==> src/rtl/fsw_map.svh <==
`ifndef FSW_MAP_SVH
`define FSW_MAP_SVH

// Register indices; byte address is four times the index
`define FSW_IDX_STAT_LO     8'h04
`define FSW_IDX_STAT_HI     8'h05
`define FSW_IDX_CMD         8'h08
`define FSW_IDX_INT_STAT    8'h09
`define FSW_IDX_INT_MASK    8'h0a

// Command register fields
`define FSW_CMD_START_BIT   0
`define FSW_CMD_OFFL_BIT    1

// Status word fields
`define FSW_ST_PASSIVE_BIT  0
`define FSW_ST_LINK_BIT     1
`define FSW_ST_DIAG_BIT     2
`define FSW_ST_VIOL_BIT     3
`define FSW_ST_SLAVE_LSB    4
`define FSW_ST_WD_LSB       6
`define FSW_ST_BAUD_LSB     8
`define FSW_ST_REL_LSB      12

// Interrupt status and mask fields
`define FSW_INT_OFFL_BIT    0
`define FSW_INT_XCHG_BIT    1
`define FSW_INT_WIDTH       2

// Memory folding
`define FSW_MEM_LIMIT       11'd1536
`define FSW_MEM_FOLD        11'd1024

// Slave phase code of the data exchange state
`define FSW_PHASE_EXCHANGE  2'b10

// Reset values
`define FSW_CMD_RESET       2'h0
`define FSW_INT_MASK_RESET  2'h0
`define FSW_RELEASE_DEFAULT 4'h0

`endif

==> src/rtl/fsw_pkg.sv <==
`default_nettype none

package fsw_pkg;

	typedef enum logic [2:0] {
		FSW_OFFLINE  = 3'b001,
		FSW_PASSIVE  = 3'b010,
		FSW_DRAIN    = 3'b100
	} fsw_mode_type;

	typedef logic [15:0] fsw_word_type;

endpackage : fsw_pkg

`default_nettype wire

==> src/rtl/fsw_evt.sv <==
`include "fsw_map.svh"

`default_nettype none

module fsw_evt
	import fsw_pkg::*;
(
	// Clock and reset
	input  wire logic                      core_clk,
	input  wire logic                      rst,
	input  wire logic                      ce,
	// Event sources
	input  wire logic [`FSW_INT_WIDTH-1:0] evt_set,
	// Software access
	input  wire logic                      stat_wr,
	input  wire logic                      mask_wr,
	input  wire logic [`FSW_INT_WIDTH-1:0] wr_data,
	output logic      [`FSW_INT_WIDTH-1:0] stat_q,
	output logic      [`FSW_INT_WIDTH-1:0] mask_q,
	// Interrupt
	output logic                           irq
);

	logic [`FSW_INT_WIDTH-1:0] stat_d;

	// Writing one clears; a new event in the same cycle wins
	always_comb begin
		stat_d = stat_q;
		if (stat_wr) begin
			stat_d = stat_d & ~wr_data;
		end
		stat_d = stat_d | evt_set;
	end

	always_ff @(posedge core_clk) begin
		if (rst) begin
			stat_q <= '0;
		end else if (ce) begin
			stat_q <= stat_d;
		end
	end

	always_ff @(posedge core_clk) begin
		if (rst) begin
			mask_q <= `FSW_INT_MASK_RESET;
		end else if (ce && mask_wr) begin
			mask_q <= wr_data;
		end
	end

	assign irq = |(stat_q & mask_q);

endmodule : fsw_evt

`default_nettype wire

==> src/rtl/fsw_status.sv <==
// Operation
// - Status word is a read-only live view of state, but the high byte reads the copy frozen at the last low byte read; writes ignored.
// - Bit 0 is 1 in passive idle, 0 when offline.
// - Bit 1 is 1 while a link-layer indication is buffered.
// - Bit 2 is 1 until the master fetches the diagnostics buffer.
// - Bit 3 sets on a memory access above 1536 bytes, holds until the next start.
// - Start command leaves offline, starts timers, clears offline request.
// - Offline request finishes current request, goes offline, self-clears.
// - Reaching offline after a request raises the offline-reached event.
// - Entering or leaving exchange state raises an event.
`include "fsw_map.svh"

`default_nettype none

module fsw_status
	import fsw_pkg::*;
#(
	parameter logic [3:0] RELEASE = `FSW_RELEASE_DEFAULT
)
(
	// Clock, reset and enable
	input  wire logic        core_clk,
	input  wire logic        rst,
	input  wire logic        ce,
	// Wishbone slave
	input  wire logic        wb_cyc_i,
	input  wire logic        wb_stb_i,
	input  wire logic        wb_we_i,
	input  wire logic [7:0]  wb_adr_i,
	input  wire logic [3:0]  wb_sel_i,
	input  wire logic [31:0] wb_dat_i,
	output logic      [31:0] wb_dat_o,
	output logic             wb_ack_o,
	// Protocol engine state
	input  wire logic        pending_link_indication,
	input  wire logic        diag_unfetched,
	input  wire logic [1:0]  slave_phase,
	input  wire logic [1:0]  watchdog_phase,
	input  wire logic [3:0]  baud_code,
	input  wire logic        request_busy,
	// Memory access path
	input  wire logic        mem_req,
	input  wire logic [10:0] mem_addr,
	output logic             ram_req,
	output logic      [10:0] ram_addr,
	// Control outputs
	output logic             timers_start,
	output logic             online,
	// Interrupt
	output logic             irq
);

	////////////////////////////////////////////////////////////////////////
	// Bus decode

	function automatic logic hit(input logic [7:0] adr,
	                             input logic [7:0] idx);
		hit = (adr[7:2] == idx[5:0]) && (adr[1:0] == 2'b00);
	endfunction : hit

	logic                      req;
	logic                      wr;
	logic                      rd;
	logic                      ack_q;
	logic [1:0]                cmd_q;
	logic                      viol_q;
	logic [7:0]                snap_hi_q;
	logic [1:0]                phase_q;
	fsw_mode_type              mode_q;
	fsw_mode_type              mode_d;
	fsw_word_type              status_word;
	logic [`FSW_INT_WIDTH-1:0] int_stat;
	logic [`FSW_INT_WIDTH-1:0] int_mask;
	logic [`FSW_INT_WIDTH-1:0] evt_set;
	logic                      start_wr;
	logic                      offl_wr;
	logic                      viol_now;
	logic                      offl_reached;
	logic                      in_xchg;
	logic                      was_xchg;

	assign req = wb_cyc_i && wb_stb_i && !ack_q;
	assign wr  = req && wb_we_i && wb_sel_i[0];
	assign rd  = req && !wb_we_i;

	always_ff @(posedge core_clk) begin
		if (rst) begin
			ack_q <= 1'b0;
		end else if (ce) begin
			ack_q <= req;
		end
	end

	assign wb_ack_o = ack_q;

	////////////////////////////////////////////////////////////////////////
	// Live status word

	always_comb begin
		status_word = '0;
		status_word[`FSW_ST_PASSIVE_BIT] = (mode_q != FSW_OFFLINE);
		status_word[`FSW_ST_LINK_BIT] = pending_link_indication;
		status_word[`FSW_ST_DIAG_BIT] = diag_unfetched;
		status_word[`FSW_ST_VIOL_BIT] = viol_q;
		status_word[`FSW_ST_SLAVE_LSB +: 2] = slave_phase;
		status_word[`FSW_ST_WD_LSB +: 2] = watchdog_phase;
		status_word[`FSW_ST_BAUD_LSB +: 4] = baud_code;
		status_word[`FSW_ST_REL_LSB +: 4] = RELEASE;
	end

	// Low byte read freezes the high byte for the following read
	always_ff @(posedge core_clk) begin
		if (rst) begin
			snap_hi_q <= 8'h00;
		end else if (ce && rd && hit(wb_adr_i, `FSW_IDX_STAT_LO)) begin
			snap_hi_q <= status_word[15:8];
		end
	end

	// Read data; status has no write path at all
	always_ff @(posedge core_clk) begin
		if (rst) begin
			wb_dat_o <= 32'h0000_0000;
		end else if (ce && rd) begin
			wb_dat_o <= 32'h0000_0000;
			if (hit(wb_adr_i, `FSW_IDX_STAT_LO)) begin
				wb_dat_o[7:0] <= status_word[7:0];
			end else if (hit(wb_adr_i, `FSW_IDX_STAT_HI)) begin
				wb_dat_o[7:0] <= snap_hi_q;
			end else if (hit(wb_adr_i, `FSW_IDX_CMD)) begin
				wb_dat_o[1:0] <= cmd_q;
			end else if (hit(wb_adr_i, `FSW_IDX_INT_STAT)) begin
				wb_dat_o[`FSW_INT_WIDTH-1:0] <= int_stat;
			end else if (hit(wb_adr_i, `FSW_IDX_INT_MASK)) begin
				wb_dat_o[`FSW_INT_WIDTH-1:0] <= int_mask;
			end
		end
	end

	////////////////////////////////////////////////////////////////////////
	// Command register

	assign start_wr = wr && hit(wb_adr_i, `FSW_IDX_CMD)
	                  && wb_dat_i[`FSW_CMD_START_BIT];
	assign offl_wr  = wr && hit(wb_adr_i, `FSW_IDX_CMD)
	                  && wb_dat_i[`FSW_CMD_OFFL_BIT];

	// Start self-clears at once; offline request clears when offline
	always_ff @(posedge core_clk) begin
		if (rst) begin
			cmd_q <= `FSW_CMD_RESET;
		end else if (ce) begin
			cmd_q[`FSW_CMD_START_BIT] <= 1'b0;
			if (start_wr) begin
				cmd_q[`FSW_CMD_OFFL_BIT] <= 1'b0;
			end else if (offl_wr) begin
				cmd_q[`FSW_CMD_OFFL_BIT] <= 1'b1;
			end else if (offl_reached) begin
				cmd_q[`FSW_CMD_OFFL_BIT] <= 1'b0;
			end
		end
	end

	////////////////////////////////////////////////////////////////////////
	// Memory address folding

	assign viol_now = mem_req && (mem_addr > `FSW_MEM_LIMIT);

	always_ff @(posedge core_clk) begin
		if (rst) begin
			ram_req  <= 1'b0;
			ram_addr <= 11'h000;
		end else if (ce) begin
			ram_req <= mem_req;
			if (viol_now) begin
				ram_addr <= mem_addr - `FSW_MEM_FOLD;
			end else begin
				ram_addr <= mem_addr;
			end
		end
	end

	// Violation stays flagged until the next start
	always_ff @(posedge core_clk) begin
		if (rst) begin
			viol_q <= 1'b0;
		end else if (ce) begin
			if (viol_now) begin
				viol_q <= 1'b1;
			end else if (start_wr) begin
				viol_q <= 1'b0;
			end
		end
	end

	////////////////////////////////////////////////////////////////////////
	// Offline and passive idle sequencing

	always_comb begin
		mode_d = mode_q;
		case (mode_q)
			FSW_OFFLINE: begin
				if (start_wr) begin
					mode_d = FSW_PASSIVE;
				end
			end
			FSW_PASSIVE: begin
				if (offl_wr || cmd_q[`FSW_CMD_OFFL_BIT] || viol_now) begin
					mode_d = FSW_DRAIN;
				end
			end
			FSW_DRAIN: begin
				if (!request_busy) begin
					mode_d = FSW_OFFLINE;
				end
			end
			default: begin
				mode_d = FSW_OFFLINE;
			end
		endcase
	end

	always_ff @(posedge core_clk) begin
		if (rst) begin
			mode_q <= FSW_OFFLINE;
		end else if (ce) begin
			mode_q <= mode_d;
		end
	end

	assign offl_reached = (mode_q == FSW_DRAIN) && !request_busy;
	assign online       = (mode_q != FSW_OFFLINE);

	always_ff @(posedge core_clk) begin
		if (rst) begin
			timers_start <= 1'b0;
		end else if (ce) begin
			timers_start <= start_wr && (mode_q == FSW_OFFLINE);
		end
	end

	////////////////////////////////////////////////////////////////////////
	// Events

	// Track the input through reset so no false event follows it
	always_ff @(posedge core_clk) begin
		if (rst) begin
			phase_q <= slave_phase;
		end else if (ce) begin
			phase_q <= slave_phase;
		end
	end

	assign in_xchg  = (slave_phase == `FSW_PHASE_EXCHANGE);
	assign was_xchg = (phase_q == `FSW_PHASE_EXCHANGE);

	always_comb begin
		evt_set = '0;
		evt_set[`FSW_INT_OFFL_BIT] = offl_reached;
		evt_set[`FSW_INT_XCHG_BIT] = in_xchg != was_xchg;
	end

	fsw_evt u_evt (
		.core_clk (core_clk),
		.rst      (rst),
		.ce       (ce),
		.evt_set  (evt_set),
		.stat_wr  (wr && hit(wb_adr_i, `FSW_IDX_INT_STAT)),
		.mask_wr  (wr && hit(wb_adr_i, `FSW_IDX_INT_MASK)),
		.wr_data  (wb_dat_i[`FSW_INT_WIDTH-1:0]),
		.stat_q   (int_stat),
		.mask_q   (int_mask),
		.irq      (irq)
	);

endmodule : fsw_status

`default_nettype wire

==> config.mk <==
export PLATFORM = sky130hd
export DESIGN_NAME = fsw_status
export DESIGN_NICKNAME = d
export VERILOG_FILES = /design/src/rtl/fsw_pkg.sv /design/src/rtl/fsw_evt.sv /design/src/rtl/fsw_status.sv
export VERILOG_INCLUDE_DIRS = /design/src /design/src/rtl
export SDC_FILE = /design/constraint.sdc
export NUM_CORES = 1
export LEC_CHECK = 0
export BUFFER_PORTS_ARGS = -buffer_cell sky130_fd_sc_hd__buf_2
export CAP_MARGIN = 10
export CELL_PAD_IN_SITES_DETAIL_PLACEMENT = 0
export CELL_PAD_IN_SITES_GLOBAL_PLACEMENT = 1
export CORE_ASPECT_RATIO = 1.2
export CORE_MARGIN = 5
export CORE_UTILIZATION = 31
export CTS_CLUSTER_SIZE = 40
export DETAILED_ROUTE_END_ITERATION = 6
export GPL_TIMING_DRIVEN = 0
export PLACE_DENSITY_LB_ADDON = 0.2
export SLEW_MARGIN = 20
export SYNTH_ARGS = -nofsm -noshare
export SYNTH_HDL_FRONTEND = slang
export SYNTH_SLANG_ARGS = --single-unit
==> constraint.sdc <==
create_clock -name core_clk -period 4.1 [get_ports core_clk]
set_clock_uncertainty 0.05 [all_clocks]
set_input_delay 0.205 -clock core_clk [delete_from_list [all_inputs] [get_ports core_clk]]
set_output_delay 0.205 -clock core_clk [all_outputs]
set_load 0.01 [all_outputs]
==> qor.txt, run 1 <==
core area: 5930 um2
row cnt: 31
GRT Residual Overflow: 0
placer congestion estimate: 0.745
GRT Max-Usage Layer: met2
leakage: 1.18 nW
Resized Gates After CTS: 0
Synth Area in Adders: 0%
Slew HR: 56.3%
CTS sink count: 37
commonest non-fill, non-tap cell in the layout: buf_2
clock-pin slew on the worst setup and hold paths: 0.08 ns
Worst Setup End Kind: flop
Crit path buffers/inverters: 1
fin. max-slew vios: 0
CTS Root Cell: clkbuf_8
Via-to-Cell Ratio: 4.33
complex-gate fraction of the synthesized area: 12.1%
post-CTS setup buffers: 0
CP max stage delay: 0.36 ns
Die Ht: 94.9 um
DR iter-0 viols: 63
crit path DAT: 2.04 ns
filler instances: 621
critical path class: reg2reg
first-pass iteration count of the detailed router: 2
min cycle time layout: 1.90 ns
max-cap violation count: 0
first-pass GRT wire length: 7620 um
die footprint: 7660 um2
final setup fails: 0
Final nets: 365
final hold violations: 0
Worst path top cell family by delay: compound AO/OA/AOI/OAI gates
# IOs: 121
worst-margin pin slew: 0.647 ns
slowest CP cell: dfxtp_1
hold_buf cts: 0
ANT cells: 0
synthesis-stage register bit count: 37
PD cells: 322 nW/um2
WL/cell: 12.8 um
total wire length: 4810 um
Worst-Skew Late Latency: 0.29 ns
M3 GR Usage: 4.20%
Port Buffers: 62
simple-gate share of the synthesized area: 22.6%
maximum vdd drop: 156 uV
DPL Wire Length: 3800 um
Fmax: 525 MHz
met2 GRT Util: 21.3%
warnings from Yosys: 0
largest net degree at the start of global routing: 12
Mapped Cells: 200
GR Util met1: 15.8%
Worst setup SP type: flop
initial antenna violation count: 0
setup total negative slack: 0 ns
Crit Path Max Fanout: 8
CTS Buffer Depth: 2
starting density of the core: 31.4%
mux cell area share after synthesis: 11.0%
TritonCTS clock tree: yes
commonest cells after routing, fill and taps aside: buf_2, dfxtp_1, nor2_1
TritonCTS Buffers: 5
main combinational cell family by area after synthesis: simple AND/OR/NAND/NOR gates
PnR worst setup slack: 2.20 ns
post-synth cell types: 47
Placement Setup Slack: 2.16 ns
Antenna Violating Nets Remaining: 0
Vias: 1623
gr usage total: 12.9%
cell area after synthesis: 1860 um2
layout cell share with drive strength beyond 1: 35.8%
fraction of the cycle the final worst path needs: 46.4%
post-synthesis sequential area ratio: 40.9%
mean post-synth cell area: 9.31 um2
H-tree Lvls: 2
outcome: complete, no violations
worst hold path type: in2reg
XOR/XNOR Fraction of Synth Area: 0.470%
RSZ-0062 raised after global routing: false
Synth top area share: 37.6%
CP required: 4.23 ns
CP cell instances: and3b_1, and4_1, buf_6, a311o_2, o211ai_2, mux2_4
hold_ws: 0.0797 ns
vias in the first global route: 1641
DRC violations left: 0
Layout area overhead: 32.5%
die width: 80.7 um
Synth area leader: dfxtp_1
Area contributors post-synth: dfxtp_1, mux2i_1, buf_4, nor2_1, edfxtp_1
==> registers in the layout (all words and copies together) (netlist names) <==
name and cells:
cmd_q 1, viol_q 1, ram_addr 11, snap_hi_q 4
wb_dat_o 8, u_evt.stat_q 2, timers_start 1, u_evt.mask_q 2
phase_q 2, mode_q 3, ram_req 1, wb_ack_o 1
==> synth_stat cells, drive strengths merged <==
master,instances
nand3,2
nor2,33
and2,1
or2,2
and3,3
inv,2
a211oi,2
and4,1
a22o,2
mux2,1
buf,28
conb,1
a32oi,3
nand3b,2
a311oi,2
a21boi,1
a21oi,5
edfxtp,2
clkbuf,6
nand2,6
nor3b,2
nor3,3
a31oi,1
mux2i,19
a22oi,7
nor4,2
o21ai,3
nand2b,3
o211ai,1
or3,1
a311o,1
or3b,1
o2bb2ai,1
nand4,5
and3b,1
dfxtp,35
nor4b,2
a32o,1
nor2b,5
xnor2,1
==> layer usage <==
metal / up-vias / part of all wire (%)
met4: 0 / 1.3
met5: - / 0
li1: 843 / -
met3: 5 / 7.2
met2: 56 / 46
met1: 719 / 45
==> logic make-up (layout without fill, tap and decap cells) <==
family	Yosys count	after routing
simple gates	75	75
other cells	1	24
flops	37	37
xor+xnor	1	1
compound gates	30	30
mux	20	20
buf+inv	36	106
==> report_power, final <==
group	internal [mW]	total, mW	switching (mW)	leakage [nW]
combinational	0.0502	0.108	0.0574	0.825
clock	0.180	0.308	0.129	0.0528
sequential	0.374	0.379	0.00534	0.305
total	0.603	0.795	0.191	1.18
==> layout make-up <==
type | instances | area [um2] | share of cell area, %
multi-input combinational | 150 | 950 | 38.5
tap | 82 | 103 | 4.16
inverter | 2 | 7.51 | 0.304
timing repair buffer | 62 | 310 | 12.6
clock buffer | 6 | 72.6 | 2.94
sequential | 37 | 761 | 30.8
clock inverter | 2 | 33.8 | 1.37
buffer | 34 | 230 | 9.33
==> worst register-to-register path, delay by kind of cell, from the launching register on <==
family          cells  cell delay [ns]
compound gates      2             0.48
buf+inv             1             0.13
flops               1             0.36
mux                 1             0.32
simple gates        2             0.46
==> final timing paths <==
check        slack [ns]      startpoint  cells past startpoint          end
max reg2reg        2.20        wb_ack_o                      6    mode_q[2]
min                0.08  slave_phase[1]                      1   phase_q[1]
min reg2reg        0.40     wb_dat_o[2]                      2  wb_dat_o[2]
max                2.20        wb_ack_o                      6    mode_q[2]
==> metrics by stage <==
stage	instances	area [um2]	util (%)	power, mW
floorplan	223	1950	-	0.451
global placement	367	2360	39.8	0.494
detailed placement	367	2360	39.8	0.495
CTS	375	2470	41.6	0.807
global route	375	2470	41.6	0.835
finish	375	2470	41.6	0.795
Note: power is estimated with default switching activity, not from simulation.
==> run 2: changes to the inputs <==
Settings changed: CORE_UTILIZATION 31 to 29.
Clock period 4.1 ns to 1.97 ns, I/O delays scaled along.
==> run 2 against run 1 <==
Compared with the run above: the run now ends with negative hold slack left; hold slack worse by 0.080 ns; maximum frequency up 0.14%; critical path depth is the same; global-route usage decreased by 0.98 points; clock power is 120% higher; power increased by 110%; largest power group unchanged.
==> qor.txt, run 2 (synthesis results as in run 1) <==
PD cells: 675 nW/um2
Vias: 1664
die footprint: 8130 um2
outcome: finished, violations left
Worst setup SP type: flop
worst hold path type: in2reg
RSZ-0062 raised after global routing: false
CP required: 2.10 ns
CP max stage delay: 0.36 ns
placer congestion estimate: 0.758
critical path class: reg2reg
# IOs: 121
max-cap violation count: 0
crit path DAT: 2.03 ns
first-pass GRT wire length: 7910 um
Slew HR: 55.6%
biggest regs: ram_addr (11), wb_dat_o (8), snap_hi_q (4)
core area: 6330 um2
DR iter-0 viols: 93
die width: 83.1 um
post-CTS setup buffers: 0
max FFs per register: 11
ANT cells: 0
Worst-Skew Late Latency: 0.28 ns
final setup fails: 0
Via-to-Cell Ratio: 4.36
gr usage total: 11.9%
fin. max-slew vios: 0
Overall Power: 1.71 mW
clock-pin slew on the worst setup and hold paths: 0.08 ns
total wire length: 4920 um
Die Ht: 97.8 um
Crit path buffers/inverters: 1
Worst Setup End Kind: flop
Crit Path Max Fanout: 8
commonest non-fill, non-tap cell in the layout: buf_2
GRT Residual Overflow: 0
leakage: 1.21 nW
Most flops, register: ram_addr
starting density of the core: 29.4%
vias in the first global route: 1671
maximum vdd drop: 423 uV
DRC violations left: 0
TritonCTS Buffers: 5
CTS sink count: 37
WL/cell: 12.9 um
setup total negative slack: 0 ns
CTS Root Cell: clkbuf_8
TritonCTS clock tree: yes
H-tree Lvls: 2
CTS Buffer Depth: 2
largest net degree at the start of global routing: 12
failing checks: negative hold slack
initial antenna violation count: 0
layout cell share with drive strength beyond 1: 35.7%
Worst path top cell family by delay: compound AO/OA/AOI/OAI gates
fraction of the cycle the final worst path needs: 96.5%
commonest cells after routing, fill and taps aside: buf_2, dfxtp_1, nor2_1
slowest CP cell: dfxtp_1
Fmax: 526 MHz
CP cell instances: and3b_1, and4_1, buf_6, a311o_2, o211ai_2, mux2_4
first-pass iteration count of the detailed router: 4
final hold violations: 1
Final nets: 369
row cnt: 32
worst-margin pin slew: 0.657 ns
hold_ws: -0.000226 ns
Layout area overhead: 35.8%
Port Buffers: 62
min cycle time layout: 1.90 ns
Antenna Violating Nets Remaining: 0
DPL Wire Length: 3840 um
==> run 2: layout make-up <==
cell class,instances,area [um2]
fillers,683,3800
well taps,85,106
flip-flops and latches,37,761
plain buffers,34,230
multi-input cells,150,956
clock buffers,7,86.3
inverters,2,7.51
repair buffers,66,350
clock inverters,1,30.0
==> run 2: worst paths after layout <==
check | endpoint | slack [ns] | from | cells past startpoint
max reg2reg | mode_q[2] | 0.07 | wb_ack_o | 6
min reg2reg | wb_dat_o[3] | 0.41 | wb_dat_o[3] | 2
max | mode_q[2] | 0.07 | wb_ack_o | 6
min | wb_dat_o[7] | -0.0002 | watchdog_phase[1] | 3
==> run 2: what timing repair did <==
action / CTS / global route
hold buffers: 4 / 0
setup endpoints to repair: 0 / 2
endpoints found under the hold margin: 4 / 0
resized for setup: 0 / 1
==> run 2: power by group <==
group | switching [mW] | internal (mW)
sequential | 0.0114 | 0.777
clock | 0.271 | 0.413
combinational | 0.123 | 0.110
total | 0.405 | 1.30
==> run 2: metrics by stage <==
step	instance area (um2)	util, %	cells	setup WS (ns)
2_1_floorplan	1950	-	223	0.135
6_report	2530	40.0	382	0.0695
3_3_place_gp	2360	37.4	370	0.0824
3_5_place_dp	2360	37.4	370	0.0850
5_1_grt	2530	40.0	382	0.0176
4_1_cts	2520	39.9	382	0.0814
==> run 2: worst reg2reg max path: cells and delay by family, from the launching register on <==
| family | cells | cell delay [ns] |
|---|---|---|
| multiplexers | 1 | 0.32 |
| flip-flops | 1 | 0.36 |
| AO/OA/AOI/OAI | 2 | 0.47 |
| AND/OR/NAND/NOR | 2 | 0.46 |
| buffers and inverters | 1 | 0.13 |
==> run 2: layer usage <==
metal  share of wire [%]  GRT usage (%)  vias to the layer above
li1                    -              -                      853
met5                   0              0                        -
met2                  46           19.6                       58
met1                  45           14.5                      745
met3                 6.9           3.54                        8
met4                 1.8           4.65                        0
==> run 3: changes to the inputs <==
Settings changed: CTS_BUF_LIST from default to sky130_fd_sc_hd__clkbuf_16.
==> run 3 against run 2 <==
Compared with the run above: the flow now finishes without violations; hold slack gained 0.011 ns; utilization grew 0.42 points; maximum frequency grew 0.21%; sequential power is essentially flat; cell area grew 1.0%; combinational power is essentially flat; highest routed layer unchanged; largest power group is now clock.
==> qor.txt, run 3 (synthesis results as in run 1) <==
Internal Power: 1.47 mW
GRT Residual Overflow: 0
CP max stage delay: 0.36 ns
CTS sink count: 37
Worst setup SP type: flop
setup total negative slack: 0 ns
final hold violations: 0
row cnt: 32
post-CTS setup buffers: 0
Crit path buffers/inverters: 1
Net Sw Power: 0.432 mW
Worst path top cell family by delay: compound AO/OA/AOI/OAI gates
Layout area overhead: 37.2%
CTS Buffer Depth: 2
leakage: 1.23 nW
H-tree Lvls: 2
initial antenna violation count: 0
biggest regs: ram_addr (11), wb_dat_o (8), snap_hi_q (4)
final setup fails: 0
TritonCTS Buffers: 5
die width: 83.1 um
PD cells: 746 nW/um2
power share of the sequential group: 41.4%
gr usage total: 11.9%
CP cell instances: and3b_1, and4_1, buf_6, a311o_2, o211ai_2, mux2_4
WL/cell: 13.0 um
maximum vdd drop: 392 uV
worst-margin pin slew: 0.652 ns
DRC violations left: 0
Sw Ratio: 22.7%
DR iter-0 viols: 54
Vias: 1652
first-pass GRT wire length: 7960 um
Via-to-Cell Ratio: 4.35
die footprint: 8130 um2
max-cap violation count: 0
Clock power frac: 46.5%
crit path DAT: 2.01 ns
PnR worst setup slack: 0.0735 ns
core area: 6330 um2
# IOs: 121
Most flops, register: ram_addr
Port Buffers: 62
Util after Layout: 40.4%
outcome: complete, no violations
Crit Path Max Fanout: 8
placer congestion estimate: 0.758
TritonCTS clock tree: yes
starting density of the core: 29.4%
DPL Wire Length: 3840 um
largest net degree at the start of global routing: 12
layout cell share with drive strength beyond 1: 35.6%
Slew HR: 55.9%
total wire length: 4930 um
fin. max-slew vios: 0
Overall Power: 1.91 mW
max FFs per register: 11
Worst Setup End Kind: flop
Final nets: 367
worst hold path type: in2reg
vias in the first global route: 1683
Antenna Violating Nets Remaining: 0
commonest cells after routing, fill and taps aside: buf_2, dfxtp_1, nor2_1
ANT cells: 0
Logic pwr share: 12.1%
first-pass iteration count of the detailed router: 4
fraction of the cycle the final worst path needs: 96.3%
Fmax: 527 MHz
min cycle time layout: 1.90 ns
CP required: 2.09 ns
clock-pin slew on the worst setup and hold paths: 0.06 ns
commonest non-fill, non-tap cell in the layout: buf_2
CTS Root Cell: clkbuf_16
Worst-Skew Late Latency: 0.28 ns
critical path class: reg2reg
Die Ht: 97.8 um
slowest CP cell: a311o_2
Placement Setup Slack: 0.0850 ns
RSZ-0062 raised after global routing: false
run 3: cell count changes in the layout (fill, tap and decap cells not counted), sizes merged:
| cell | previous run | this run |
|---|---|---|
| inv | 2 | 3 |
| clkbuf | 13 | 11 |
| dlygate4sd3 | 4 | 2 |
| clkinv | 0 | 1 |
run 3: timing repair:
| item | CTS | global route |
|---|---|---|
| hold endpoints to repair | 2 | 0 |
| endpoints found under the setup margin | 0 | 2 |
| resized for setup | 0 | 1 |
| hold buffers | 2 | 0 |
run 3: power groups by stage:
stage | logic [mW] | clock network, mW | registers (mW)
finish | 0.230 | 0.886 | 0.790
floorplan | 0.127 | 0 | 0.812
global route | 0.256 | 0.942 | 0.792
detailed placement | 0.225 | 0 | 0.806
CTS | 0.229 | 0.903 | 0.790
global placement | 0.224 | 0 | 0.806
run 3: worst paths after layout:
check	from	endpoint	slack, ns	cells past startpoint
hold reg to reg	wb_dat_o[3]	wb_dat_o[3]	0.40	2
hold / removal	watchdog_phase[1]	wb_dat_o[7]	0.01	3
setup / recovery	wb_ack_o	mode_q[2]	0.07	6
setup reg to reg	wb_ack_o	mode_q[2]	0.07	6
run 3: layer usage:
metal	share of wire [%]	global-route usage, %	wire length [um]	up-vias
li1	-	-	-	849
met1	44	14.5	2170	731
met2	46	19.7	2270	64
met3	8.2	3.88	403	8
met4	1.7	4.40	82	0
met5	0	0	0	-
run 3: metrics by stage:
step           cell area [um2]  std cells  hold slack, ns
2_1_floorplan             1950        223           0.147
3_3_place_gp              2360        370           0.266
3_5_place_dp              2360        370           0.267
4_1_cts                   2550        380         0.00964
5_1_grt                   2550        380          0.0246
6_report                  2550        380          0.0104
run 3: final cells by class:
cell class                      instances  area (um2)
Buffer                                 34         230
Clock buffer                            5         125
Clock inverter                          3        37.5
Fill cell                             680        3770
Inverter                                2        7.51
Multi-Input combinational cell        150         956
Sequential cell                        37         761
Tap cell                               85         106
Timing Repair Buffer                   64         330
run 3: worst register-to-register path: stages, from the launching register on:
cell and delay, ns:
dfxtp_1 0.35, and3b_1 0.24, and4_1 0.22, buf_6 0.13
a311o_2 0.36, o211ai_2 0.11, mux2_4 0.32
